<file path="src/core/tgl_regs.svh">
// register map, field positions, reset values and constants for the tone and loop-back bank
// Contract
// [RULE1] The upper seven bits of the first control register hold the tone level, zero is off.
// [RULE2] Nonzero level codes step from -12.1 dBm0 by 0.1 dBm0 up to +0.5 dBm0 at all ones.
// [RULE3] Software forms the level code as ten times the wanted level plus 122.
// [RULE4] With ring mode clear, a 9-bit frequency uses bit 0 of reg one and all of reg two.
// [RULE5] In tone mode the frequency code is the frequency divided by ten, 300 to 3400 Hz.
// [RULE6] Software keeps tone-mode frequency codes inside the 300 to 3400 Hz band.
// [RULE7] With ring mode set, the three upper frequency bits are ignored.
// [RULE8] In ring mode the low six bits are the ring frequency in hertz, 15 to 50 Hz.
// [RULE9] Channel 2 loop select in bits 7:6: 00 and 01 off, 10 digital, 11 analog.
// [RULE10] Channel 2 digital loop routes transmit data to receive, ignores serial input.
// [RULE11] Channel 2 analog loop feeds receive output to transmit, ignores analog inputs.
// [RULE12] The system derives both frame syncs from one clock source during loop-back.
// [RULE13] Channel 1 loop select sits in bits 5:4, codes 00 and 01 turn it off.
// [RULE14] Channel 1 code 10 is digital loop-back and code 11 is analog loop-back.
// [RULE15] Software writes zeros to the four low factory bits of the loop-back register.
// [RULE16] The ring mode bit is an input and switches the frequency meaning at once.
// [RULE17] All three registers reset to zero: tone off and loop-back off.
`ifndef TGL_REGS_SVH
`define TGL_REGS_SVH
`define TGL_OFS_LVL 8'h00
`define TGL_OFS_FLO 8'h04
`define TGL_OFS_LOOP 8'h08
`define TGL_RST_LVL 8'h00
`define TGL_RST_FLO 8'h00
`define TGL_RST_LOOP 8'h00
`define TGL_LVL_MSB 7
`define TGL_LVL_LSB 1
`define TGL_FHI_BIT 0
`define TGL_CH2_LOOP_HI 7
`define TGL_CH1_LOOP_HI 5
`define TGL_LVL_BIAS 8'h7A
`define TGL_FREQ_STEP 13'h000A
`define TGL_RESP_OKAY 2'h0
`define TGL_RESP_SLVERR 2'h2
`endif

</file>
<file path="src/core/tgl_pkg.sv">
// types shared by the tone and loop-back control bank
package tgl_pkg;
   typedef enum logic [1:0] {LOOP_OFF, LOOP_DIG, LOOP_ANA} tgl_loop_type;
   typedef enum logic {RD_IDLE, RD_RESP} tgl_rd_type;
endpackage

</file>
<file path="src/core/tgl_ctrl.sv">
// tone generator 1 and loop-back control registers behind an axi4-lite slave
//
// The register addresses and the AXI4-Lite slave port were left to the implementer.
`include "tgl_regs.svh"

module tgl_ctrl
   import tgl_pkg::*;
(
   // clock and reset
   input wire logic clk,
   input wire logic reset_n,
   // axi4-lite write address
   input wire logic [7:0] s_axi_awaddr,
   input wire logic s_axi_awvalid,
   output logic s_axi_awready,
   // axi4-lite write data
   input wire logic [31:0] s_axi_wdata,
   input wire logic [3:0] s_axi_wstrb,
   input wire logic s_axi_wvalid,
   output logic s_axi_wready,
   // axi4-lite write response
   output logic [1:0] s_axi_bresp,
   output logic s_axi_bvalid,
   input wire logic s_axi_bready,
   // axi4-lite read address
   input wire logic [7:0] s_axi_araddr,
   input wire logic s_axi_arvalid,
   output logic s_axi_arready,
   // axi4-lite read data
   output logic [31:0] s_axi_rdata,
   output logic [1:0] s_axi_rresp,
   output logic s_axi_rvalid,
   input wire logic s_axi_rready,
   // ring mode bit from the channel 2 control register
   input wire logic ring_mode_select,
   // tone generator controls
   output logic [6:0] tone_level,
   output logic tone_on,
   output logic signed [7:0] tone_level_tenth_db,
   output logic [8:0] tone_freq_code,
   output logic [12:0] tone_freq_hz,
   // serial audio paths, index 0 is channel 1
   input wire logic [1:0] tx_pcm_bit,
   input wire logic serial_audio_in,
   output logic [1:0] serial_audio_out,
   output logic [1:0] rx_pcm_bit,
   // loop-back state per channel
   output logic [1:0] dig_loop,
   output logic [1:0] ana_loop
);

   logic [7:0] lvl_r;
   logic [7:0] flo_r;
   logic [7:0] loop_r;
   logic aw_held_r;
   logic w_held_r;
   logic [7:0] wr_addr_r;
   logic [31:0] wdata_r;
   logic [3:0] wstrb_r;
   logic bvalid_r;
   logic [1:0] bresp_r;
   tgl_rd_type rd_state_r;
   logic [31:0] rdata_r;
   logic [1:0] rresp_r;
   logic do_wr;
   logic wr_hit;
   logic [1:0] rx_pcm_r;
   logic [1:0] sao_r;

   // both halves are held before a write lands, so either arrival order works
   assign do_wr = aw_held_r && w_held_r && !bvalid_r;
   assign wr_hit = (wr_addr_r == `TGL_OFS_LVL) || (wr_addr_r == `TGL_OFS_FLO) ||
                   (wr_addr_r == `TGL_OFS_LOOP);

   // handshake outputs
   assign s_axi_awready = !aw_held_r && !bvalid_r;
   assign s_axi_wready = !w_held_r && !bvalid_r;
   assign s_axi_bvalid = bvalid_r;
   assign s_axi_bresp = bresp_r;
   assign s_axi_arready = (rd_state_r == RD_IDLE);
   assign s_axi_rvalid = (rd_state_r == RD_RESP);
   assign s_axi_rdata = rdata_r;
   assign s_axi_rresp = rresp_r;

   // write address capture
   always_ff @(posedge clk or negedge reset_n)
   begin
      if (!reset_n)
      begin
         aw_held_r <= 1'b0;
         wr_addr_r <= 8'h00;
      end
      else if (s_axi_awvalid && s_axi_awready)
      begin
         aw_held_r <= 1'b1;
         wr_addr_r <= {s_axi_awaddr[7:2], 2'h0};
      end
      else if (do_wr)
         aw_held_r <= 1'b0;
   end

   // write data capture
   always_ff @(posedge clk or negedge reset_n)
   begin
      if (!reset_n)
      begin
         w_held_r <= 1'b0;
         wdata_r <= 32'h0000_0000;
         wstrb_r <= 4'h0;
      end
      else if (s_axi_wvalid && s_axi_wready)
      begin
         w_held_r <= 1'b1;
         wdata_r <= s_axi_wdata;
         wstrb_r <= s_axi_wstrb;
      end
      else if (do_wr)
         w_held_r <= 1'b0;
   end

   // write response, unmapped offsets answer slverr
   always_ff @(posedge clk or negedge reset_n)
   begin
      if (!reset_n)
      begin
         bvalid_r <= 1'b0;
         bresp_r <= `TGL_RESP_OKAY;
      end
      else if (do_wr)
      begin
         bvalid_r <= 1'b1;
         bresp_r <= wr_hit ? `TGL_RESP_OKAY : `TGL_RESP_SLVERR;
      end
      else if (s_axi_bready)
         bvalid_r <= 1'b0;
   end

   // register file; only lane 0 carries data, upper lanes are dropped
   always_ff @(posedge clk or negedge reset_n)
   begin
      if (!reset_n)
      begin
         lvl_r <= `TGL_RST_LVL; // RULE17
         flo_r <= `TGL_RST_FLO;
         loop_r <= `TGL_RST_LOOP;
      end
      else if (do_wr && wstrb_r[0])
      begin
         if (wr_addr_r == `TGL_OFS_LVL)
            lvl_r <= wdata_r[7:0]; // RULE1
         if (wr_addr_r == `TGL_OFS_FLO)
            flo_r <= wdata_r[7:0]; // RULE4
         // factory bits are stored as written; software keeps them zero
         if (wr_addr_r == `TGL_OFS_LOOP)
            loop_r <= wdata_r[7:0]; // RULE15
      end
   end

   // read channel, one wait state, data held until rready
   always_ff @(posedge clk or negedge reset_n)
   begin
      if (!reset_n)
      begin
         rd_state_r <= RD_IDLE;
         rdata_r <= 32'h0000_0000;
         rresp_r <= `TGL_RESP_OKAY;
      end
      else
      begin
         case (rd_state_r)
            RD_IDLE:
               if (s_axi_arvalid)
               begin
                  rd_state_r <= RD_RESP;
                  rresp_r <= `TGL_RESP_OKAY;
                  case ({s_axi_araddr[7:2], 2'h0})
                     `TGL_OFS_LVL: rdata_r <= {24'h00_0000, lvl_r};
                     `TGL_OFS_FLO: rdata_r <= {24'h00_0000, flo_r};
                     `TGL_OFS_LOOP: rdata_r <= {24'h00_0000, loop_r};
                     default:
                     begin
                        rdata_r <= 32'h0000_0000;
                        rresp_r <= `TGL_RESP_SLVERR;
                     end
                  endcase
               end
            RD_RESP:
               if (s_axi_rready)
                  rd_state_r <= RD_IDLE;
            default: rd_state_r <= RD_IDLE;
         endcase
      end
   end

   // level decode: tenths of dbm0, the level code less the 0x7A bias
   assign tone_level = lvl_r[`TGL_LVL_MSB:`TGL_LVL_LSB]; // RULE1
   assign tone_on = (tone_level != 7'h00); // RULE1
   assign tone_level_tenth_db = $signed({1'b0, tone_level}) - $signed(`TGL_LVL_BIAS); // RULE2

   // combinational so a ring mode change takes effect without a cycle of lag
   always_comb
   begin
      if (ring_mode_select) // RULE16
      begin
         tone_freq_code = {3'h0, flo_r[5:0]}; // RULE7
         tone_freq_hz = {7'h00, flo_r[5:0]}; // RULE8
      end
      else
      begin
         tone_freq_code = {lvl_r[`TGL_FHI_BIT], flo_r}; // RULE4
         tone_freq_hz = 13'({4'h0, tone_freq_code} * `TGL_FREQ_STEP); // RULE5
      end
   end

   // loop mode decode; 00 and 01 both mean off
   function automatic tgl_loop_type tgl_loop_dec(input logic [1:0] sel);
      tgl_loop_dec = !sel[1] ? LOOP_OFF : (sel[0] ? LOOP_ANA : LOOP_DIG);
   endfunction

   // per-channel loop decode and serial path; channel 1 is index 0
   genvar gc;
   generate
      for (gc = 0; gc < 2; gc++)
      begin : g_ch
         tgl_loop_type mode;
         assign mode = tgl_loop_dec(loop_r[`TGL_CH1_LOOP_HI + 2 * gc -: 2]); // RULE9 RULE13
         assign dig_loop[gc] = (mode == LOOP_DIG); // RULE9 RULE14
         // analog muxes sit outside; this level ignores the analog inputs
         assign ana_loop[gc] = (mode == LOOP_ANA); // RULE11 RULE14
         // digital loop takes this channel's own transmit data, input pin ignored
         always_ff @(posedge clk or negedge reset_n)
         begin
            if (!reset_n)
               rx_pcm_r[gc] <= 1'b0;
            else
               rx_pcm_r[gc] <= dig_loop[gc] ? tx_pcm_bit[gc] : serial_audio_in; // RULE10
         end
         // transmit output keeps running in every loop mode
         always_ff @(posedge clk or negedge reset_n)
         begin
            if (!reset_n)
               sao_r[gc] <= 1'b0;
            else
               sao_r[gc] <= tx_pcm_bit[gc]; // RULE10
         end
      end
   endgenerate

   assign rx_pcm_bit = rx_pcm_r;
   assign serial_audio_out = sao_r;
endmodule

</file>
<file path="config.mk">
export PLATFORM = sky130hd
export DESIGN_NAME = tgl_ctrl
export DESIGN_NICKNAME = d
export VERILOG_FILES = /design/src/core/tgl_pkg.sv /design/src/core/tgl_ctrl.sv
export VERILOG_INCLUDE_DIRS = /design/src /design/src/core
export SDC_FILE = /design/constraint.sdc
export NUM_CORES = 1
export LEC_CHECK = 0
export ABC_CLOCK_PERIOD_IN_PS = 2550
export BUFFER_PORTS_ARGS = -buffer_cell sky130_fd_sc_hd__buf_2
export CORE_UTILIZATION = 39
export DETAILED_ROUTE_END_ITERATION = 10
export GPL_TIMING_DRIVEN = 1
export PLACE_DENSITY = 0.78
export SYNTH_ARGS = -nofsm -noshare
export SYNTH_HDL_FRONTEND = slang
export SYNTH_SLANG_ARGS = --single-unit
export TNS_END_PERCENT = 20
</file>
<file path="constraint.sdc">
create_clock -name clk -period 2.55 [get_ports clk]
set_input_delay 0.765 -clock clk [delete_from_list [all_inputs] [get_ports clk]]
set_output_delay 0.765 -clock clk [all_outputs]
set_load 0.05 [all_outputs]
</file>
; ---- Yosys cells after proc, flatten, opt, wreduce, memory -nomap -nowiden
; Cells that the tools add are included.
[classes]
addsub = 1
mul = 1
n_div = 0
magnitude_cmp = 0
eq_ne = 8
n_shift = 0
n_mux = 19
bitwise = 1
n_reduce_logical = 23
[op_table]
columns = operator, n
row1 = 8-bit one-hot mux with 3 select lines, 1
row2 = 13-bit two-way mux, 1
row3 = "6-bit by 1-bit equality test with 1-bit output, second input constant", 2
row4 = "6-bit by 2-bit equality test with 1-bit output, second input constant", 2
row5 = "9-bit by 3-bit multiplier with 12-bit output, second input constant", 1
row6 = 2-bit two-way mux, 6
row7 = 1-bit two-way mux, 9
row8 = 9-bit two-way mux, 1
row9 = 8-bit logical NOT, 1
row10 = 2-bit AND reduction, 4
row11 = "7-bit by 7-bit subtractor with 8-bit output, second input constant", 1
row12 = 1-bit logical AND, 7
row13 = 7-bit nonzero test, 1
row14 = 6-bit logical NOT, 1
row15 = 2-bit nonzero test, 3
row16 = "2-bit by 1-bit equality test with 1-bit output, second input constant", 2
row17 = "2-bit equality test, second input constant", 2
row18 = 1-bit logical NOT, 3
row19 = 3-bit OR reduction, 1
row20 = 1-bit logical OR, 2
row21 = 1-bit one-hot mux with 2 select lines, 1
row22 = 1-bit inverter, 1
[word_totals]
register_bits = 83
latch_bits = 0
mem_bits_rw = 0
rom_bits = 0
in_bits = 63
output_inout_bits = 87
wordCells = 70
mem_count = 0

; ---- Depth between registers and ports, before layout
; Gate-level depths: netlist of the first run.
[depth]
ltp_word = 4
mapped_depth = 8
ltp_nobuf = 8

; ---- Worst setup path after synthesis of the first run
; OpenSTA, ideal clock, no wires.
[synth_path]
path_kind = register to output
start = reg flo_r[3]
end = out tone_freq_hz[10]
arrival_time_ns = 2.728
required_time_ns = 1.785
slack_ns = -0.943
path_stages_with_launch = 9
path_cell_list = dfrtp_1 ha_1 ha_1 inv_1 fa_1 nor2b_1 o31a_1 nor3_1 nor3_1
[synth_via]
elab_chain_len = 2
[synth_rtl]
columns = item, line_no
row1 = start: declaration, tgl_ctrl.sv:53  ; logic [7:0] flo_r;
row2 = start signal: assignment, tgl_ctrl.sv:144  ; flo_r <= `TGL_RST_FLO;
row3 = start signal: assignment, tgl_ctrl.sv:152  ; flo_r <= wdata_r[7:0];
row4 = 9-bit by 3-bit multiplier with 12-bit output (no line), n/a
row5 = 13-bit two-way mux, tgl_ctrl.sv:203  ; if (ring_mode_select)
row6 = end: declaration, tgl_ctrl.sv:41  ; output logic [12:0] tone_freq_hz,
; Every way passes these cells.

; ---- Worst setup path after layout of the first run
[layout_path]
start = reg flo_r[3]
end = out tone_freq_hz[11]
; Same word-level chain as after synthesis.

==> out/metrics.cfg, run 1 <==
[synth]
yosys-top-cells-area = dfrtp_1 43%, mux2_2 15%, buf_4 9.1%, ha_1 5.7%, mux2i_1 2.4%
yosys.area.top_type = dfrtp_1
synth_area_sq_um = 3287
synth-seq-cells = 57
synth_compound_area_frac = 0.09593
synth_top_family_by_area = multiplexers
yosys.area_share.adder = 0.06319
synth-simple-area-share = 0.1032
syn_avg_cell_area_sq_um = 11.33
synth_cell_types = 41
muxShareOfSynthArea = 0.1797
yosys_warnings = 0
synth_xor_area_frac = 0.01066
netlist.area_leader.share = 0.4340
synth_cells = 290
ys_seq_area_frac = 0.4340

[hold_path]
worstHoldPathType = in -> async

[cts]
clkLatencyLatePin_ns = 0.34
clk_path_buf_depth = 2
cts_buffers = 9
htree_levels = 3
clockRootBuffer = clkbuf_8
cts_tree = built
clk_pin_slew_ns = 0.07
clock-sinks = 57
ctsHoldBuffers = 0

[setup_path]
worstSetupPathType = reg -> out
cp_max_fo = 4
slowest_delay_ns = 0.44
critical_path.top_delay_family = adder cells
timing.rr.start = s_axi_bvalid$_DFFE_PN0P_
startpoint_type = flip-flop
critPathCaptureType = output pin
rrSetupSlack_ns = 0.69
arrival_ns = 2.41
worstPathCellList = ha_1, ha_4, a211oi_2, nor2_2, a41oi_2, mux2_2, buf_6
required_ns = 1.79
rr_worst_depth = 4
worst_path_max_delay_cell = dfrtp_1
crit_buf_inv = 1
r2r_end = loop_r[7]$_DFFE_PN0P_

[timing]
setup_ws_ns = -0.6295
holdWs_ns = 0.4107
setup_violations = 8
rsz0062_at_grt = true
fin_crit_sh = 1.247
fin_crit_ns = 3.180
tightest_slew_ns = 0.6236
slew_headroom = 0.5834
fmax_ghz = 0.3145
fin_skew_ns = 0.007979
hold_viol_final = 0
maxSlewViolCount = 0

[route]
drc_errors = 0
vias_per_cell = 4.912
drt_iter0_drc = 103
routedWlPerCell_microns = 14.81
wl_mm = 7.581
dr.pass1.iters = 4
antenna_left = 0
routed-via-count = 2515

[global_routing]
grt_first_pass_wirelength_mm = 12.03
grtUsageTotal = 0.1806
grt.overflow.total = 0
grt_max_degree = 58
antenna_found_initial = 0
grt_pass1_vias = 2432

[floorplanning]
die_w_microns = 93.81
die_area_sq_um = 8799
floorplan.initialDensity = 0.4021
io_pins = 150
core_area_sq_um = 8175
std_cell_rows = 33
die_y_microns = 93.81

[flow_run]
cap_violations = 0

[cells_and_area]
drive_gt1_frac = 0.5381
layout_commonest_cell = buf_2
final_cell_mix = 83 x buf_2, 56 x dfrtp_1, 44 x mux2_2
insertedDiodeCount = 0
final_nets = 481
area_growth_pct = 32.51

[power]
ir_worst_vdd_v = 0.0009263
p_per_area_nw_per_um2 = 1208
p_leak_uw = 0.002281

[placed_design]
gp_congestion = 0.8381
io_buffers = 92
pre_cts_ws_ns = -0.4429
dp_hpwl_mm = 5.580

[status]
outcome = finished, violations left
violations = negative setup slack

==> worst max path at each step <==
stage | from | to | cells after the start
5_1_grt | flo_r[3]$_DFFE_PN0P_ | tone_freq_hz[12] | 9
3_5_place_dp | flo_r[4]$_DFFE_PN0P_ | tone_freq_hz[9] | 7
4_1_cts | flo_r[3]$_DFFE_PN0P_ | tone_freq_hz[12] | 9
2_1_floorplan | flo_r[1]$_DFFE_PN0P_ | tone_freq_hz[10] | 8
3_3_place_gp | flo_r[4]$_DFFE_PN0P_ | tone_freq_hz[9] | 7
6_report | flo_r[3]$_DFFE_PN0P_ | tone_freq_hz[11] | 7
==> cells in the mapped netlist <==
master / count
nor3b_4: 1
inv_1: 10
dfrtp_1: 57
a22o_1: 8
nand2b_1: 1
nand3b_1: 1
xor2_1: 1
fa_1: 1
o21a_1: 5
nor2_1: 7
xnor2_1: 3
ha_1: 15
a21o_1: 2
o31a_1: 2
nor3_1: 7
o211a_1: 1
o2111ai_1: 1
buf_4: 40
nand3b_4: 2
or4_1: 2
and2b_2: 1
o21ai_0: 15
and2_1: 4
o211ai_1: 1
a211oi_1: 2
nand3_1: 2
nor4_1: 1
a211oi_2: 1
a41oi_1: 1
a21o_2: 2
nor2b_1: 9
nand2_4: 1
conb_1: 1
mux2_4: 1
mux2i_1: 8
nand2_1: 16
nor4_2: 1
mux2_2: 44
buf_2: 1
clkbuf_1: 7
a21oi_1: 4
==> flip-flops by register name, summed over array words and instances, names as in the netlist, 2 cells and up <==
name,cells
flo_r,8
loop_r,8
lvl_r,8
s_axi_rdata,8
wdata_r,8
wr_addr_r,6
rx_pcm_bit,2
serial_audio_out,2
==> worst register-to-register path: stages (launching register included) <==
cell and delay (ns):
dfrtp_1 0.43, nand3b_1 0.33, nor3b_4 0.43, nand3b_4 0.23
mux2_2 0.33
==> routing by layer <==
layer  GRT usage  vias up  routed length [microns]
met4     0.05513        0                      114
met1      0.2231     1206                     3151
met3     0.06230       12                      558
li1            -     1185                        -
met2      0.2962      112                     3756
met5           0        -                        0
==> through the flow <==
stage	std cells	setup TNS, ns	util	power (uW)	area, sq um
after floorplan	315	-2.539	-	3551	3435
after global placement	491	-1.824	0.4798	4107	3923
after detailed placement	491	-2.103	0.4798	4173	3923
after CTS	512	-3.886	0.5315	5255	4345
after global routing	512	-4.618	0.5328	5515	4355
final	512	-4.001	0.5328	5262	4355
==> cell families (layout without fill, tap and decap cells) <==
logic type | Yosys count | after routing
compound gates | 45 | 45
buf+inv | 58 | 150
fa+ha+maj | 16 | 16
xor+xnor | 4 | 4
other cells | 1 | 26
flops | 57 | 57
mux | 53 | 53
simple gates | 56 | 56
==> where the power goes <==
group          leakage, uW  internal (uW)  total, uW  switching, uW
Combinational      0.00145           1020       2890           1870
Clock            0.0000949            478        857            379
Sequential        0.000734           1200       1520            320
Total              0.00228           2690       5260           2570
==> layout make-up <==
type,instances,area (sq um)
multi-input combinational,200,1773
sequential,57,1428
clock buffer,10,137.6
clock inverter,6,66.31
timing repair buffer,124,782.0
inverter,10,37.54
tap,105,131.4
fill,704,3820
==> what timing repair did <==
action	CTS	global route
endpoints found under the setup margin	9	9
setup buffers	5	0
gates resized for setup	33	3
pin swaps	8	1
Power figures use the tool's default switching activity.
==> run 2: changes to the inputs <==
BUFFER_PORTS_ARGS = unset   (was -buffer_cell sky130_fd_sc_hd__buf_2)
DONT_BUFFER_PORTS = 1   (was unset)
PLACE_DENSITY = 0.62   (was 0.78)
==> run 2 against run 1 <==
The run still ends with negative setup slack left. Clock power rose by 11%. Clock-buffer cell count shrank 1. Flip-flop and latch count unchanged. Non-clock buffer count fell by 64. Sequential power is 4% higher. Setup slack got worse by 0.0085 ns. Die area stayed put. Via count shrank 11%.
==> out/metrics.cfg, run 2 (same netlist as run 1, synthesis figures left out) <==
[setup_path]
critPathCaptureType = output pin
rr_worst_depth = 4
arrival_ns = 2.42
timing.rr.start = s_axi_bvalid$_DFFE_PN0P_
slowest_delay_ns = 0.45
startpoint_type = flip-flop
required_ns = 1.79
r2r_end = loop_r[1]$_DFFE_PN0P_
worstPathCellList = ha_4, ha_4, inv_2, fa_2, nor2b_4, buf_4, o21a_1, o21a_1, nor3_4, buf_12
cp_max_fo = 4
rrSetupSlack_ns = 0.45
worstSetupPathType = reg -> out
worst_path_max_delay_cell = dfrtp_2

[placed_design]
pre_cts_ws_ns = -0.3308
gp_congestion = 0.7700
dp_hpwl_mm = 5.182
io_buffers = 0
placed_area_sq_um = 3725

[status]
violations = negative setup slack
outcome = finished, violations left

[floorplanning]
std_cell_rows = 33
core_area_sq_um = 8175
io_pins = 150
floorplan.initialDensity = 0.4021
die_w_microns = 93.81
die_y_microns = 93.81
die_area_sq_um = 8799

[global_routing]
grt_pass1_vias = 2240
grt.overflow.total = 0
antenna_found_initial = 0
grt_max_degree = 58
grtUsageTotal = 0.1729
grt_first_pass_wirelength_mm = 11.52

[timing]
tns_ns = -3.971
maxSlewViolCount = 0
fin_skew_ns = 0.003909
hold_viol_final = 0
setup_ws_ns = -0.6380
fin_crit_sh = 1.250
setup_violations = 8
tightest_slew_ns = 0.6002
holdWs_ns = 0.1144
slew_headroom = 0.5990
rsz0062_at_grt = true
fmax_ghz = 0.3137
fin_crit_ns = 3.188

[cells_and_area]
final_cell_mix = 56 x dfrtp_1, 51 x buf_4, 43 x mux2_2
multi_input_area_sq_um = 1717
seqCellArea_sq_um = 1428
insertedDiodeCount = 0
fin_util = 0.4974
fill_cells = 739
layout_commonest_cell = dfrtp_1
area_growth_pct = 23.72
final_area_sq_um = 4066
drive_gt1_frac = 0.4344
final_nets = 417

[route]
routedWlPerCell_microns = 15.67
drc_errors = 0
drt_iter0_drc = 83
routed-via-count = 2226
antenna_left = 0
wl_mm = 7.021
dr.pass1.iters = 4
vias_per_cell = 4.969

[cts]
cts_tree = built
clock-sinks = 57
clk_path_buf_depth = 2
cts_buffers = 9
clk_pin_slew_ns = 0.07
ctsHoldBuffers = 0
clkLatencyLatePin_ns = 0.34
clockRootBuffer = clkbuf_8
htree_levels = 3

[hold_path]
worstHoldPathType = in -> async

[power]
ir_worst_vdd_v = 0.0007899
p_leak_uw = 0.002031
p_per_area_nw_per_um2 = 1298

[flow_run]
cap_violations = 0

==> run 2: layout make-up <==
type,count,share of cell area
clock buffer,9,0.03046
multi-input combinational,200,0.4222
clock inverter,7,0.02492
timing repair buffer,60,0.1298
tap,105,0.03231
sequential,57,0.3511
inverter,10,0.009231
==> run 2: worst max path at each step <==
stage	startpoint	to	slack, ns	depth (start not counted)
after floorplan	flo_r[1]$_DFFE_PN0P_	tone_freq_hz[10]	-0.30	8
after global routing	flo_r[3]$_DFFE_PN0P_	tone_freq_hz[8]	-0.74	10
after CTS	flo_r[3]$_DFFE_PN0P_	tone_freq_hz[12]	-0.69	9
after detailed placement	flo_r[3]$_DFFE_PN0P_	tone_freq_hz[12]	-0.33	9
after global placement	flo_r[3]$_DFFE_PN0P_	tone_freq_hz[12]	-0.33	9
final	flo_r[3]$_DFFE_PN0P_	tone_freq_hz[8]	-0.64	10
==> run 2: worst max-delay path: cells and delay by family (launching register included) <==
kind	cells	cell delay [ns]
flops	1	0.45
fa+ha+maj	3	0.64
simple gates	2	0.27
buf+inv	3	0.34
compound gates	2	0.40
==> run 2: metal layers <==
metal | track usage | vias to the layer above | part of all wire
li1 | - | 1050 | -
met1 | 0.2200 | 1081 | 0.44
met2 | 0.2701 | 88 | 0.47
met3 | 0.07362 | 7 | 0.080
met4 | 0.04231 | 0 | 0.0063
met5 | 0 | - | 0
==> run 2: repair_timing <==
action,CTS,global route
gates resized for setup,12,3
pin swaps,7,9
endpoints found under the setup margin,8,8
setup buffers,2,1
gates cloned,0,0
==> run 2: through the flow <==
step | power (uW) | cells
after floorplan | 3551 | 315
after global placement | 4213 | 429
after detailed placement | 4256 | 429
after CTS | 5306 | 447
after global routing | 5568 | 448
final | 5277 | 448
==> run 2: power breakdown <==
group | internal, uW | leakage, uW | switching (uW) | total, uW
sequential | 1200 | 0.000734 | 383 | 1580
combinational | 1050 | 0.00119 | 1690 | 2740
clock | 559 | 0.000107 | 395 | 954
==> run 3: changes to the inputs <==
ABC_AREA = 1   (was unset)
==> run 3 against run 2 <==
The run still ends with negative setup slack left. Critical path type unchanged. Fmax is 7.1% higher. Core utilization is 0.40 points lower. Sequential power barely moved. Critical endpoint is now tone_freq_hz[6]. Die area grew 5.9%. Clock-buffer cell count up 1. Area after synthesis rose by 6.0%. Critical path depth is 1 lower. Register-to-register slack got worse by 0.08 ns. Wire length is 13% higher. Setup slack better by 0.21 ns.
==> out/metrics.cfg, run 3 <==
[status]
outcome = finished, violations left
violations = negative setup slack

[timing]
setup_ws_ns = -0.4256
fin_crit_ns = 2.976
setup_violations = 8
fin_skew_ns = 0.01459
maxSlewViolCount = 0
rsz0062_at_grt = true
holdWs_ns = 0.1097
tightest_slew_ns = 0.9277
tns_ns = -2.818
hold_viol_final = 0
fmax_ghz = 0.3361
fin_crit_sh = 1.167
slew_headroom = 0.3792

[route]
drc_errors = 0
wl_mm = 7.932
drt_iter0_drc = 117
antenna_left = 0
dr.pass1.iters = 4
vias_per_cell = 4.838
routedWlPerCell_microns = 13.82
routed-via-count = 2777

[floorplanning]
core_area_sq_um = 8678
floorplan.initialDensity = 0.4015
std_cell_rows = 34
die_area_sq_um = 9317
die_y_microns = 96.53
io_pins = 150
die_w_microns = 96.53

[setup_path]
startpoint_type = flip-flop
worstPathCellList = ha_4, ha_4, inv_2, fa_2, inv_2, buf_4, o21ai_0, a21oi_2, buf_12
slowest_delay_ns = 0.46
cp_max_fo = 3
worst_path_max_delay_cell = dfrtp_2
timing.rr.start = s_axi_bvalid$_DFFE_PN0P_
crit_buf_inv = 4
worstSetupPathType = reg -> out
arrival_ns = 2.21
rr_worst_depth = 4
crit_path_start = flo_r[3]$_DFFE_PN0P_
rrSetupSlack_ns = 0.37
required_ns = 1.79
r2r_end = wdata_r[4]$_DFFE_PN0P_
critical_path.top_delay_family = adder cells
critPathCaptureType = output pin

[cts]
clk_path_buf_depth = 2
ctsHoldBuffers = 0
clkLatencyLatePin_ns = 0.35
clk_pin_slew_ns = 0.08
clockRootBuffer = clkbuf_8
cts_buffers = 9
htree_levels = 3
cts_tree = built
clock-sinks = 57

[synth]
synth_area_sq_um = 3485
yosys_most_used_dff = dfrtp_1
muxShareOfSynthArea = 0.01293
yosys-top-cells-area = dfrtp_1 41%, nand2_1 11%, buf_4 8.6%, ha_1 5.4%, inv_1 4.7%
synth-simple-area-share = 0.2528
synth_top_family_by_area = simple AND/OR/NAND/NOR gates
netlist.area_leader.share = 0.4093
yosys.area_share.adder = 0.05961
synth_common_cells = 101 x nand2_1, 57 x dfrtp_1, 44 x inv_1
yosysMostFrequentCell = nand2_1
synth_compound_area_frac = 0.09838
synth_cells = 422
syn_avg_cell_area_sq_um = 8.257
ys_seq_area_frac = 0.4093
synth-seq-cells = 57
synth_cell_types = 33
synth_edf_count = 0
yosys_warnings = 0
ys_async_sr_fraction = 1.000
synth_xor_area_frac = 0.01005
yosys.area.top_type = dfrtp_1

[cells_and_area]
seqCellArea_sq_um = 1431
area_growth_pct = 22.87
fill_cells = 816
layout_commonest_cell = nand2_1
final_cell_mix = 98 x nand2_1, 53 x dfrtp_1, 42 x inv_1, 42 x buf_4, 27 x nor2_1
insertedDiodeCount = 0
multi_input_area_sq_um = 1798
drive_gt1_frac = 0.2918
final_nets = 540

[flow_run]
cap_violations = 0

[power]
ir_worst_vdd_v = 0.0007538
intPower_uw = 2806
switchingPower_uw = 2835
pwr-share-comb = 0.568
seq_power_share = 0.279
p_leak_uw = 0.002110
pwr-share-clk = 0.153
netSwitchingFraction = 0.5026
p_per_area_nw_per_um2 = 1317

[global_routing]
grt_first_pass_wirelength_mm = 12.18
grt_pass1_vias = 2545
grt.overflow.total = 0
grtUsageTotal = 0.1742
grt_max_degree = 58
antenna_found_initial = 0

[placed_design]
io_buffers = 0
gp_congestion = 0.8384
dp_hpwl_mm = 5.887
pre_cts_ws_ns = -0.1787

[hold_path]
worstHoldPathType = in -> async

-- run 3: worst reg2reg max path: cells and delay by family (launching register included) --
kind / cells / cell delay [ns]
compound gates: 1 / 0.06
flops: 1 / 0.42
simple gates: 3 / 1.56
-- run 3: power groups by stage --
stage / combinational [uW] / clock, uW / sequential [uW]
after floorplan: 2180 / 0 / 1540
after global placement: 3000 / 0 / 1560
after detailed placement: 3050 / 0 / 1570
after CTS: 3090 / 878 / 1550
after global routing: 3440 / 927 / 1610
final: 3200 / 862 / 1580
-- run 3: stage by stage --
stage / power (uW) / area, sq um / utilization / std cells
3_5_place_dp: 4620 / 3908 / 0.4503 / 555
2_1_floorplan: 3722 / 3626 / - / 447
3_3_place_gp: 4556 / 3908 / 0.4503 / 555
4_1_cts: 5523 / 4161 / 0.4795 / 572
5_1_grt: 5984 / 4282 / 0.4934 / 574
6_report: 5641 / 4282 / 0.4934 / 574
-- run 3: kinds of logic after synthesis --
group / after synthesis
mux: 4
simple gates: 188
compound gates: 55
buf+inv: 97
flops: 57
other cells: 1
xor+xnor: 4
fa+ha+maj: 16
-- run 3: timing repair --
item | in CTS | in global routing
pin swaps | 2 | 6
resized for setup | 8 | 16
gates cloned | 0 | 0
buffers inserted | 1 | 2
setup endpoints to repair | 8 | 9
-- run 3: worst max-delay path by stage --
stage,to,slack (ns),depth (start not counted)
floorplan,tone_freq_hz[12],-0.12,9
global placement,tone_freq_hz[12],-0.12,10
detailed placement,tone_freq_hz[10],-0.18,9
CTS,tone_freq_hz[6],-0.45,9
global route,tone_freq_hz[10],-0.53,10
finish,tone_freq_hz[6],-0.43,9
-- run 3: layout make-up --
| cell class | instances | share of cell area |
|---|---|---|
| repair buffers | 53 | 0.1251 |
| clock inverters | 6 | 0.01578 |
| multi-input cells | 293 | 0.4199 |
| clock buffers | 10 | 0.03214 |
| flip-flops and latches | 57 | 0.3343 |
| well taps | 108 | 0.03156 |
| inverters | 47 | 0.04120 |
-- run 3: routing by layer --
layer | vias to the layer above | GRT usage | wire length, microns
li1 | 1392 | - | -
met1 | 1287 | 0.2216 | 3385
met2 | 90 | 0.2788 | 3919
met3 | 8 | 0.06729 | 583
met4 | 0 | 0.04044 | 43
met5 | - | 0 | 0
